`config.mk`:
```
export PLATFORM = sky130hd
export DESIGN_NAME = psc_power_ctrl
export DESIGN_NICKNAME = d
export VERILOG_FILES = /design/src/psc_power_ctrl.v /design/src/psc_pwm_sync.v
export VERILOG_INCLUDE_DIRS = /design/src /design/src/common
export SDC_FILE = /design/constraint.sdc
export NUM_CORES = 1
export LEC_CHECK = 0
export BUFFER_PORTS_ARGS = -buffer_cell sky130_fd_sc_hd__buf_2
export CAP_MARGIN = 20
export CORE_MARGIN = 2
export CORE_UTILIZATION = 45
export CTS_CLUSTER_SIZE = 40
export DETAILED_ROUTE_END_ITERATION = 10
export GPL_ROUTABILITY_DRIVEN = 0
export SLEW_MARGIN = 20
export SYNTH_ARGS = -nofsm -noshare
export SYNTH_HDL_FRONTEND = slang
export SYNTH_SLANG_ARGS = --single-unit
```
`constraint.sdc`:
```
create_clock -name clk -period 2.8 [get_ports clk]
set_clock_uncertainty 0.2 [all_clocks]
set_input_delay 0.28 -clock clk [delete_from_list [all_inputs] [get_ports clk]]
set_output_delay 0.28 -clock clk [all_outputs]
set_load 0.02 [all_outputs]
```
`src/common/psc_defs.vh`:
```
`ifndef PSC_DEFS_VH
`define PSC_DEFS_VH

// Serial frame length and field positions
`define PSC_FRAME_BITS     24
`define PSC_FRAME_CNT      5'h18
`define PSC_CNT_W          5
`define PSC_F_DAC_HI       23
`define PSC_F_DAC_LO       17
`define PSC_F_VOUT_HI      16
`define PSC_F_VOUT_LO      12
`define PSC_F_RUN          11
`define PSC_F_SW1          10
`define PSC_F_SW2EN        9
`define PSC_F_BACKUP       8
`define PSC_F_THIRD_LINEAR_REGULATOR         7
`define PSC_F_CHGHI        6
`define PSC_F_RD_CH0       23
`define PSC_F_RD_LOWBAT    22

// Output-voltage code: 1.8 V at code 0, 100 mV steps, 4.9 V at 31
`define PSC_VOUT_MIN_MV    1800
`define PSC_VOUT_STEP_MV   100
`define PSC_VOUT_CLAMP_MV  3400
`define PSC_VOUT_CLAMP     5'h10
`define PSC_VOUT_POR       5'h0C

// Power-on values of the serial registers
`define PSC_DAC_POR        7'h00
`define PSC_CTRL_POR       6'h00

// Timing
`define PSC_CLK_HZ         40000000
`define PSC_FREE_HZ        270000
`define PSC_FREE_CYC       (`PSC_CLK_HZ / `PSC_FREE_HZ)
`define PSC_FREE_LAST      8'h93
`define PSC_PWM_MULT       3'h7
`define PSC_SYNC_TMO_CYC   12'hFFF
`define PSC_PER_W          12

`endif

```
`src/psc_power_ctrl.v`:
```
`timescale 1ns/1ps
`default_nettype none
`include "psc_defs.vh"

module psc_power_ctrl (
   input  wire                   clk,
   input  wire                   rst_n,
   input  wire                   serialClkPin,
   input  wire                   chipSelPin_n,
   input  wire                   serialInPin,
   output reg                    serialOutPin,
   output reg                    serialOutOe_n,
   input  wire                   runModePin,
   input  wire                   switchTwoGateInput,
   input  wire                   resetSenseLow,
   input  wire                   lowBatterySenseLow,
   input  wire                   channelCompareHigh,
   input  wire                   syncPin,
   output reg                    resetOutput,
   output reg                    resetOutputOe_n,
   output reg                    lowBatteryOutput,
   output reg                    lowBatteryOutputOe_n,
   output reg                    switchOneOutput,
   output reg                    switchOneOutputOe_n,
   output reg                    switchTwoOutput,
   output reg                    switchTwoOutputOe_n,
   output reg                    runMode,
   output reg                    boostEnable,
   output reg                    backupCellToRegulator,
   output reg                    thirdRegulatorEnable,
   output reg                    chargeCurrentHigh,
   output reg  [4:0]             voutDacCode,
   output reg                    logicSupplyClamp,
   output reg  [6:0]             channelDacCode,
   output reg                    channelDacPowerDown,
   output wire                   pwmTick,
   output wire                   syncLocked
);

   // Decode of the clamp threshold, used twice
   function clampOf;
      input [4:0] code;
      begin
         clampOf = (code >= `PSC_VOUT_CLAMP);
      end
   endfunction

   ////////////////////////////////////////////////////////////////////////
   // Two-flop synchronisers for every outside input
   reg  [8:0] syncA_ff;
   reg  [8:0] syncB_ff;
   reg        sclkD_ff;
   reg        csD_ff;
   reg        syncD_ff;

   always @(posedge clk) begin
      if (!rst_n) begin
         syncA_ff <= 9'h002;                                // Clock low, CS high
         syncB_ff <= 9'h002;
      end else begin
         syncA_ff <= {syncPin, channelCompareHigh, lowBatterySenseLow,
                      resetSenseLow, switchTwoGateInput, runModePin,
                      serialInPin, chipSelPin_n, 1'b0} |
                     {8'h00, serialClkPin} |
                     9'h000;
         syncB_ff <= syncA_ff;
      end
   end

   wire sclkS  = syncB_ff[0];
   wire csS_n  = syncB_ff[1];
   wire sdiS   = syncB_ff[2];
   wire runS   = syncB_ff[3];
   wire gateS  = syncB_ff[4];
   wire rstSnS = syncB_ff[5];
   wire lowBS  = syncB_ff[6];
   wire chS    = syncB_ff[7];
   wire syncS  = syncB_ff[8];

   // Edge detectors on the synchronised levels
   always @(posedge clk) begin
      if (!rst_n) begin
         sclkD_ff <= 1'b0;
         csD_ff   <= 1'b1;
         syncD_ff <= 1'b0;
      end else begin
         sclkD_ff <= sclkS;
         csD_ff   <= csS_n;
         syncD_ff <= syncS;
      end
   end

   wire sclkRise = sclkS & ~sclkD_ff;
   wire sclkFall = ~sclkS & sclkD_ff;
   wire csFall   = ~csS_n & csD_ff;
   wire csRise   = csS_n & ~csD_ff;
   wire syncRise = syncS & ~syncD_ff;

   // Internal power-on reset: pin reset or reset comparator
   wire porClr = !rst_n || rstSnS;

   ////////////////////////////////////////////////////////////////////////
   // Serial shifter, mode 0, MSB first
   reg  [`PSC_FRAME_BITS-1:0] rxShift_ff;
   reg  [`PSC_FRAME_BITS-1:0] txShift_ff;
   reg  [`PSC_CNT_W-1:0]      bitCnt_ff;
   wire [`PSC_FRAME_BITS-1:0] rdWord;
   wire                       chResult;

   assign chResult = chS & (channelDacCode != 7'h00);
   assign rdWord   = {chResult, lowBS, 22'h000000};

   always @(posedge clk) begin
      if (porClr) begin
         rxShift_ff <= {`PSC_FRAME_BITS{1'b0}};
         txShift_ff <= {`PSC_FRAME_BITS{1'b0}};
         bitCnt_ff  <= {`PSC_CNT_W{1'b0}};
      end else if (csFall) begin
         txShift_ff <= rdWord;
         bitCnt_ff  <= {`PSC_CNT_W{1'b0}};
      end else if (!csS_n) begin
         if (sclkRise) begin
            rxShift_ff <= {rxShift_ff[`PSC_FRAME_BITS-2:0], sdiS};
            if (bitCnt_ff != 5'h1F)
               bitCnt_ff <= bitCnt_ff + 5'h01;
         end else if (sclkFall) begin
            txShift_ff <= {txShift_ff[`PSC_FRAME_BITS-2:0], 1'b0};
         end
      end
   end

   // Data out and its enable, driven only while selected
   always @(posedge clk) begin
      if (porClr) begin
         serialOutPin  <= 1'b0;
         serialOutOe_n <= 1'b1;
      end else begin
         serialOutPin  <= txShift_ff[`PSC_FRAME_BITS-1];
         serialOutOe_n <= csS_n;
      end
   end

   ////////////////////////////////////////////////////////////////////////
   // Control registers, committed on a complete frame
   reg  [4:0] voutCode_ff;
   reg  [6:0] dacCode_ff;
   reg        runBit_ff;
   reg        sw1Bit_ff;
   reg        sw2EnBit_ff;
   reg        backupBit_ff;
   reg        reg3Bit_ff;
   reg        chgHiBit_ff;
   wire       commit = csRise && (bitCnt_ff == `PSC_FRAME_CNT);

   always @(posedge clk) begin
      if (porClr) begin
         voutCode_ff  <= `PSC_VOUT_POR;
         dacCode_ff   <= `PSC_DAC_POR;
         runBit_ff    <= 1'b0;
         sw1Bit_ff    <= 1'b0;
         sw2EnBit_ff  <= 1'b0;
         backupBit_ff <= 1'b0;
         reg3Bit_ff   <= 1'b0;
         chgHiBit_ff  <= 1'b0;
      end else if (commit) begin
         dacCode_ff   <= rxShift_ff[`PSC_F_DAC_HI:`PSC_F_DAC_LO];
         voutCode_ff  <= rxShift_ff[`PSC_F_VOUT_HI:`PSC_F_VOUT_LO];
         runBit_ff    <= rxShift_ff[`PSC_F_RUN];
         sw1Bit_ff    <= rxShift_ff[`PSC_F_SW1];
         sw2EnBit_ff  <= rxShift_ff[`PSC_F_SW2EN];
         backupBit_ff <= rxShift_ff[`PSC_F_BACKUP];
         reg3Bit_ff   <= rxShift_ff[`PSC_F_THIRD_LINEAR_REGULATOR];
         chgHiBit_ff  <= rxShift_ff[`PSC_F_CHGHI];
      end
   end

   ////////////////////////////////////////////////////////////////////////
   // Output stage, one flop after registers and pins
   always @(posedge clk) begin
      if (!rst_n) begin
         resetOutput           <= 1'b0;
         resetOutputOe_n       <= 1'b0;
         lowBatteryOutput      <= 1'b0;
         lowBatteryOutputOe_n  <= 1'b1;
         switchOneOutput       <= 1'b0;
         switchOneOutputOe_n   <= 1'b1;
         switchTwoOutput       <= 1'b0;
         switchTwoOutputOe_n   <= 1'b1;
         runMode               <= 1'b0;
         boostEnable           <= 1'b1;
         backupCellToRegulator <= 1'b0;
         thirdRegulatorEnable  <= 1'b0;
         chargeCurrentHigh     <= 1'b0;
         voutDacCode           <= `PSC_VOUT_POR;
         logicSupplyClamp      <= clampOf(`PSC_VOUT_POR);
         channelDacCode        <= `PSC_DAC_POR;
         channelDacPowerDown   <= 1'b1;
      end else begin
         resetOutput           <= 1'b0;
         resetOutputOe_n       <= ~rstSnS;
         lowBatteryOutput      <= 1'b0;
         lowBatteryOutputOe_n  <= ~lowBS;
         switchOneOutput       <= 1'b0;
         switchOneOutputOe_n   <= ~sw1Bit_ff;
         switchTwoOutput       <= 1'b0;
         switchTwoOutputOe_n   <= ~(sw2EnBit_ff & gateS);
         runMode               <= runS | runBit_ff;
         boostEnable           <= ~backupBit_ff;
         backupCellToRegulator <= backupBit_ff;
         thirdRegulatorEnable  <= reg3Bit_ff;
         chargeCurrentHigh     <= chgHiBit_ff;
         voutDacCode           <= voutCode_ff;
         logicSupplyClamp      <= clampOf(voutCode_ff);
         channelDacCode        <= dacCode_ff;
         channelDacPowerDown   <= (dacCode_ff == 7'h00);
      end
   end

   ////////////////////////////////////////////////////////////////////////
   // Switching-rate generator locked to the sync pin
   psc_pwm_sync u_pwm (
      .clk           (clk),
      .rst_n         (rst_n),
      .syncRise      (syncRise),
      .pwmTick_ff    (pwmTick),
      .syncLocked_ff (syncLocked)
   );

endmodule // psc_power_ctrl
`default_nettype wire

```
`src/psc_pwm_sync.v`:
```
`timescale 1ns/1ps
`default_nettype none
`include "psc_defs.vh"

module psc_pwm_sync (
   input  wire                   clk,
   input  wire                   rst_n,
   input  wire                   syncRise,
   output reg                    pwmTick_ff,
   output reg                    syncLocked_ff
);

   reg  [`PSC_PER_W-1:0] perCnt_ff;
   reg  [`PSC_PER_W-1:0] period_ff;
   reg  [`PSC_PER_W+2:0] acc_ff;
   reg  [7:0]            freeCnt_ff;
   wire [`PSC_PER_W+2:0] accSum;

   assign accSum = acc_ff + {{`PSC_PER_W{1'b0}}, `PSC_PWM_MULT};

   ////////////////////////////////////////////////////////////////////////
   // Measure the sync period, drop lock on timeout
   always @(posedge clk) begin
      if (!rst_n) begin
         perCnt_ff     <= {`PSC_PER_W{1'b0}};
         period_ff     <= {`PSC_PER_W{1'b0}};
         syncLocked_ff <= 1'b0;
      end else if (syncRise) begin
         period_ff     <= perCnt_ff + 1'b1;
         perCnt_ff     <= {`PSC_PER_W{1'b0}};
         // A saturated count is no period: wait for the next edge
         syncLocked_ff <= (perCnt_ff != {`PSC_PER_W{1'b0}}) &&
                          (perCnt_ff != `PSC_SYNC_TMO_CYC);
      end else if (perCnt_ff == `PSC_SYNC_TMO_CYC) begin
         syncLocked_ff <= 1'b0;
      end else begin
         perCnt_ff <= perCnt_ff + 1'b1;
      end
   end

   ////////////////////////////////////////////////////////////////////////
   // Seven ticks per sync period, else free-running rate
   always @(posedge clk) begin
      if (!rst_n) begin
         acc_ff     <= {(`PSC_PER_W+3){1'b0}};
         freeCnt_ff <= 8'h00;
         pwmTick_ff <= 1'b0;
      end else if (syncLocked_ff) begin
         freeCnt_ff <= 8'h00;
         if (accSum >= {3'b000, period_ff}) begin
            acc_ff     <= accSum - {3'b000, period_ff};
            pwmTick_ff <= 1'b1;
         end else begin
            acc_ff     <= accSum;
            pwmTick_ff <= 1'b0;
         end
      end else begin
         acc_ff <= {(`PSC_PER_W+3){1'b0}};
         if (freeCnt_ff == `PSC_FREE_LAST) begin
            freeCnt_ff <= 8'h00;
            pwmTick_ff <= 1'b1;
         end else begin
            freeCnt_ff <= freeCnt_ff + 8'h01;
            pwmTick_ff <= 1'b0;
         end
      end
   end

endmodule // psc_pwm_sync
`default_nettype wire

```
==> metrics, run 1 <==
type of origin of the critical path flip-flop; Worst Path Required 2.90 ns; worst hold path type flip-flop to flip-flop; Sum Neg Setup Slack -0.256 ns; Hold Slack 0.183 ns; Via density 5.17; Period minus WS final 2.86 ns; crit path kind flip-flop to flip-flop; DRC errors left 0; clock sink count 144; Vias 4858; Crit. End Element flip-flop; Slew Limit Fails 0; Max transition margin 42.9%; H-Tree Depth 4; layout cells sized above 1 23.6%; Fmax 0.350 GHz; Post-synth top flop dfxtp_1; Antenna Violating Nets Remaining 0; Worst-Margin Slew 0.856 ns; Starting Density 45.6%; first-pass GRT wire length 22000 um; Core Region 13100 um^2; PwrDens 663 nW/um^2; dpl hpwl 8990 um; Post-synth EDFFs 0; worst-path cell chain buf_6 > nor3_4 > buf_4 > nor2_1 > xor2_1 > ha_1 > nand4_1 > buf_4 > nor3_4 > or3_4 > buf_12 > nor3_1 > a211oi_1; final hold violation count 0; Worst-path clk slew 0.06 ns; I/O Buffers 37; ys async rst share 0%; Mean Syn Cell Area 9.13 um^2; CTS Root Buffer Type clkbuf_16; failing checks negative setup slack; Worst path max stage delay 0.41 ns; unrepaired setup endpoints after global routing true; peak supply drop 0.368 mV; Layout area overhead 27.6%; Setup WS post-layout -0.0551 ns; initial antenna violation count 0; Synth Register Bits 144; synth unique cells 58; largest net degree at the start of global routing 43; drt pass-1 iters 7; register area share after synthesis 48.2%; post-synthesis cell area 5990 um^2; Layout fillers 1123; DR WL/cell 14.2 um; Layout Cells excl Fill 939; vias in the first global route 4705; # IOs 42; Die Ht 119 um; Horiz. Die Dim 119 um; Skew-Pair Late Insertion Delay 0.42 ns; all-layer global routing usage 19.4%; gr ovfl total 0; Placed Instances 878; crit path DAT 2.95 ns; status finished, violations left; Longest Clk Path Bufs 2; Core Rows 42; Syn. warnings 0; Ant. Diodes 0; max_cap viols 0; Crit-path slowest cell or3_4; Final #Nets 781; total die area 14200 um^2; CTS Buf Count 17; final setup violation count 9; Iter 0 DRT Violations 231; fin crit share 102%; CP max FO 4; wirelength, routed 13400 um; P_leak 2.97 nW; Post-Syn Instances 656; CTS tree yes
==> layout make-up <==
type,count,area (um^2),area share [%]
inverters,29,111,1.46
well taps,176,220,2.88
repair buffers,102,723,9.46
clock buffers,21,480,6.29
clock inverters,11,128,1.67
multi-input cells,456,3090,40.4
flip-flops and latches,144,2890,37.8
==> metal layers <==
metal	vias up	wire, um	part of all wire (%)	track usage, %
li1	2427	-	-	-
met1	2281	6170	46	24.3
met2	122	6360	48	31.4
met3	28	541	4.0	4.41
met4	0	298	2.2	9.56
met5	-	0	0	0
==> critical path: cells and delay by family (launching register included) <==
family,cells,cell delay [ns]
and+or+nand+nor,6,1.05
buffers and inverters,4,0.55
adders and majority gates,1,0.38
DFF,1,0.33
xor gates and xnor gates,1,0.15
AOI/OAI and AO/OA,1,0.07
==> placed cells by master, fill, tap and decap left out, drive strengths merged, types with 3 or more instances in the layout <==
| master | Yosys | final |
|---|---|---|
| o21ai | 14 | 14 |
| or2 | 4 | 4 |
| and2 | 34 | 34 |
| mux2i | 21 | 21 |
| inv | 29 | 32 |
| nand2 | 75 | 75 |
| clkinvlp | 0 | 3 |
| nand2b | 14 | 14 |
| conb | 1 | 4 |
| clkbuf | 21 | 21 |
| ha | 19 | 19 |
| a21oi | 56 | 56 |
| nand3 | 23 | 23 |
| dlygate4sd3 | 0 | 10 |
| or3 | 4 | 5 |
| buf | 10 | 92 |
| and3 | 8 | 8 |
| nor4 | 7 | 7 |
| xnor2 | 26 | 26 |
| o22ai | 15 | 15 |
| clkinv | 0 | 3 |
| nor2 | 53 | 53 |
| nor3 | 10 | 10 |
| or4 | 3 | 3 |
| xor2 | 13 | 13 |
| o211ai | 5 | 5 |
| a211oi | 5 | 5 |
| dfxtp | 144 | 144 |
| nand4 | 11 | 11 |
==> through the flow <==
step	setup WS [ns]	total power [mW]	instance area (um^2)	util [%]
after detailed placement	-0.169	2.69	6570	50.0
after CTS	-0.0421	5.02	7400	56.3
after global placement	-0.0748	2.68	6570	50.0
after floorplan	0.000566	2.52	6030	-
final	-0.0551	5.06	7640	58.2
after global routing	-0.170	5.25	7640	58.2
==> power by group <==
group | switching, mW | internal [mW]
clock network | 0.873 | 1.41
registers | 0.0256 | 2.08
logic | 0.356 | 0.312
total | 1.25 | 3.81
==> state kept, by name (all words and copies together) (netlist names), 7 cells and up <==
name / flops
rxShift_ff: 24
u_pwm.acc_ff: 15
u_pwm.perCnt_ff: 12
u_pwm.period_ff: 12
syncA_ff: 9
syncB_ff: 9
u_pwm.freeCnt_ff: 8
channelDacCode: 7
dacCode_ff: 7
==> Yosys cell counts (all sizes together), types with 3 or more instances <==
library cell	number	area, um^2
o21ai	14	70.1
xor2	13	114
dfxtp	144	2880
nor4	7	65.1
nand3	23	115
o22ai	15	93.8
nand2b	14	87.6
ha	19	238
and3	8	50.1
xnor2	26	228
clkbuf	21	78.8
inv	29	109
o211ai	5	37.5
nor2	53	215
nand2	75	289
nor3	10	55.1
or4	3	22.5
buf	10	72.6
mux2i	21	210
a21oi	56	280
or3	4	30.0
and2	34	213
nand4	11	90.1
or2	4	27.5
a211oi	5	37.5
==> path summary, 6_finish.rpt <==
check,from,end,slack (ns),cells past startpoint
worst max-delay path,u_pwm.acc_ff[1],u_pwm.acc_ff[0],-0.06,13
worst min-delay path,syncB_ff[4],switchTwoOutputOe_n,0.18,1
worst max register to register,u_pwm.acc_ff[1],u_pwm.acc_ff[0],-0.06,13
worst min register to register,syncB_ff[4],switchTwoOutputOe_n,0.18,1
==> cells by family after synthesis <==
kind of cell               after synthesis  share of synthesized area [%]
and+or+nand+nor                        257                           22.5
DFF                                    144                           48.2
AOI/OAI and AO/OA                      112                           11.0
buffers and inverters                   60                           4.35
xor gates and xnor gates                39                           5.71
other                                    1                         0.0626
muxes                                   23                           3.89
adders and majority gates               20                           4.31
==> what timing repair did <==
| action | 4_1_cts | 5_1_grt |
|---|---|---|
| gates resized for setup | 13 | 35 |
| gates cloned | 0 | 2 |
| endpoints found under the hold margin | 11 | 0 |
| hold buffers | 10 | 0 |
| endpoints found under the setup margin | 16 | 16 |
| buffers inserted | 5 | 12 |
| pin swaps | 13 | 10 |
Power figures use the tool's default switching activity.
==> inputs of run 2 (changes only) <==
--- a/config.mk
+++ b/config.mk
@@ -9,11 +9,11 @@
 export BUFFER_PORTS_ARGS = -buffer_cell sky130_fd_sc_hd__buf_2
 export CAP_MARGIN = 20
 export CORE_MARGIN = 2
-export CORE_UTILIZATION = 45
+export CORE_UTILIZATION = 40
 export CTS_CLUSTER_SIZE = 40
 export DETAILED_ROUTE_END_ITERATION = 10
 export GPL_ROUTABILITY_DRIVEN = 0
-export SLEW_MARGIN = 20
 export SYNTH_ARGS = -nofsm -noshare
 export SYNTH_HDL_FRONTEND = slang
+export SYNTH_HIERARCHICAL = 1
 export SYNTH_SLANG_ARGS = --single-unit
==> run 2 against run 1 <==
The run still ends with negative setup slack left. Synthesized area increased by 2.5%. Die area increased by 15%. Via count decreased by 1.3%. Sequential share of layout area decreased by 0.39 points. Clock-buffer cell count unchanged. Global-route usage decreased by 2.0 points. Power decreased by 3.7%. Clock power decreased by 7%. Fmax increased by 0.84%. Critical path type unchanged. Critical endpoint is now u_pwm/acc_ff[10]. Largest cell class unchanged.
==> metrics, run 2 <==
peak supply drop 0.396 mV; Synth Area in Adders 4.20%; Clk network pwr share 44.0%; internal power 3.64 mW; Layout area overhead 26.2%; max_cap viols 0; initial antenna violation count 0; Horiz. Die Dim 128 um; Core Region 15100 um^2; Post-Syn Instances 661; largest family of logic cells by synthesized area simple AND/OR/NAND/NOR gates; cell taking the most area after synthesis dfxtp_1; DR WL/cell 14.4 um; CP max FO 5; vias in the first global route 4800; xor/xnor share of the synthesized area 5.99%; wirelength, routed 13600 um; CTS tree yes; all-layer global routing usage 17.4%; Core Rows 45; Setup WS post-layout -0.0314 ns; worst r2r path cells 11; Worst-Margin Slew 0.793 ns; unrepaired setup endpoints after global routing true; Ant. Diodes 0; dpl hpwl 9250 um; CTS Root Buffer Type clkbuf_16; drt pass-1 iters 4; Iter 0 DRT Violations 285; Via density 5.08; I/O Buffers 37; P_leak 3.13 nW; CTS Buf Count 17; WHS Path Cells 2; H-Tree Depth 4; gr ovfl total 0; post-synth top area share 47.0%; most frequent cells in the layout 137 x dfxtp_1, 80 x nand2_1, 47 x buf_4, 41 x a21oi_1, 39 x nor2_1; Vias 4794; Hold Path Origin rst_n; Crit Reg-Reg Endpoint u_pwm/acc_ff[10]; Period minus WS final 2.83 ns; Final Cell Area 7740 um^2; Placed Area 6730 um^2; Post-synth top flop dfxtp_1; Skew-Pair Late Insertion Delay 0.42 ns; type of origin of the critical path flip-flop; largest net degree at the start of global routing 43; reg2reg start u_pwm/acc_ff[0]; most numerous cell in the Yosys netlist dfxtp_1; Setup crit start u_pwm/acc_ff[0]; Max transition margin 47.1%; total die area 16300 um^2; fin util 51.3%; Worst Path Required 2.95 ns; Final #Nets 773; register area share after synthesis 47.0%; worst hold path type input pin to flip-flop; status finished, violations left; Antenna Violating Nets Remaining 0; ys async rst share 0%; # IOs 42; DRC errors left 0; Reg with most FFs rxShift_ff; post-synthesis cell area 6140 um^2; commonest non-fill, non-tap cell in the layout dfxtp_1; Slew Limit Fails 0; post-synthesis mux area share 3.59%; Final Power 4.87 mW; Fmax 0.353 GHz; synth unique cells 59; layout cells sized above 1 24.4%; Longest Clk Path Bufs 2; crit path DAT 2.98 ns; worst hold endpoint lowBatteryOutputOe_n; Post-synth EDFFs 0; final hold violation count 0; failing checks negative setup slack; Largest regs rxShift_ff (24), u_pwm/acc_ff (15); sw power 1.24 mW; final setup violation count 4; Mean Syn Cell Area 9.28 um^2; Crit. End Element flip-flop; Worst-path clk slew 0.06 ns; Syn. warnings 6; post-synthesis compound-gate area fraction 12.8%; Comb pwr share 12.6%; Starting Density 40.7%; first-pass GRT wire length 22600 um; Synth Register Bits 144; Synth area leaders dfxtp_1 47%, nand2_1 5.0%, a21oi_1 4.0%; Die Ht 128 um; clock sink count 144; PwrDens 629 nW/um^2; flop2flop setup slack -0.03 ns; max reg flops 24; Simple-Gate Fraction of Synth Area 21.7%; Hold Slack 0.0489 ns; crit path kind flip-flop to flip-flop; fin crit share 101%; Flop pwr share 43.4%; switch share 25.3%; top post-synthesis cells by count 144 x dfxtp_1, 82 x nand2_1, 49 x a21oi_1
==> run 2: cell types whose count changed after synthesis, moves of 7 or more <==
cell	previous run	this run
o211a_1	0	11
xor2_1	13	21
nor2_1	52	40
a21oi_1	56	49
nand2_1	74	82
o22ai_1	15	2
==> run 2: metal layers <==
metal  global-route usage [%]  wire, um  vias up
met4                     9.11       436        0
li1                         -         -     2406
met2                     29.2      6720       97
met3                     4.47       481       27
met5                        0         0        -
met1                     20.5      5950     2264
==> run 2: cells by family after synthesis <==
kind of cell	Yosys count
AO/OA/AOI/OAI	114
XOR/XNOR	42
adder cells (fa/ha/maj)	20
buffers and inverters	64
flip-flops	144
multiplexers	22
other	1
AND/OR/NAND/NOR	254
==> run 2: power by group through the flow <==
stage	Clock, mW	Sequential (mW)	Combinational, mW
4_1_cts	2.19	2.12	0.567
3_5_place_dp	0	2.16	0.511
3_3_place_gp	0	2.16	0.505
6_report	2.14	2.12	0.614
5_1_grt	2.28	2.12	0.661
2_1_floorplan	0	2.16	0.346
==> run 2: critical path, cell delays in order (launching register included) <==
cell      delay (ns)
dfxtp_4         0.36
o311a_4         0.38
and3_4          0.21
nand3_2         0.09
xnor2_2         0.08
ha_1            0.26
nor4_2          0.34
inv_1           0.11
o211ai_1        0.27
buf_4           0.20
nand4_1         0.14
o21ai_1         0.12
==> run 2: timing repair <==
action	CTS	global route
hold buffers	9	0
gates resized for setup	42	30
endpoints found under the hold margin	9	0
pin swaps	27	4
setup endpoints to repair	16	16
buffers inserted	5	1
==> run 2: through the flow <==
step           TNS [ns]  worst slack [ns]  cells
2_1_floorplan         0           0.00997    664
3_3_place_gp      -1.86            -0.158    896
3_5_place_dp      -3.28            -0.265    896
4_1_cts         -0.0210           -0.0210    942
5_1_grt           -1.45            -0.130    943
6_report        -0.0579           -0.0314    943
==> run 2: layout make-up <==
| class | count | area, um^2 |
|---|---|---|
| tap | 188 | 235 |
| clock inverter | 11 | 105 |
| fill | 1369 | 7350 |
| multi-input combinational | 456 | 3280 |
| clock buffer | 21 | 460 |
| timing repair buffer | 96 | 662 |
| inverter | 27 | 101 |
| sequential | 144 | 2900 |
==> run 2: worst max path at each step <==
stage | end | slack (ns)
after global routing | u_pwm/acc_ff[12] | -0.13
after CTS | u_pwm/acc_ff[13] | -0.02
after floorplan | u_pwm/acc_ff[0] | 0.01
after global placement | u_pwm/acc_ff[10] | -0.16
final | u_pwm/acc_ff[10] | -0.03
after detailed placement | u_pwm/acc_ff[10] | -0.27
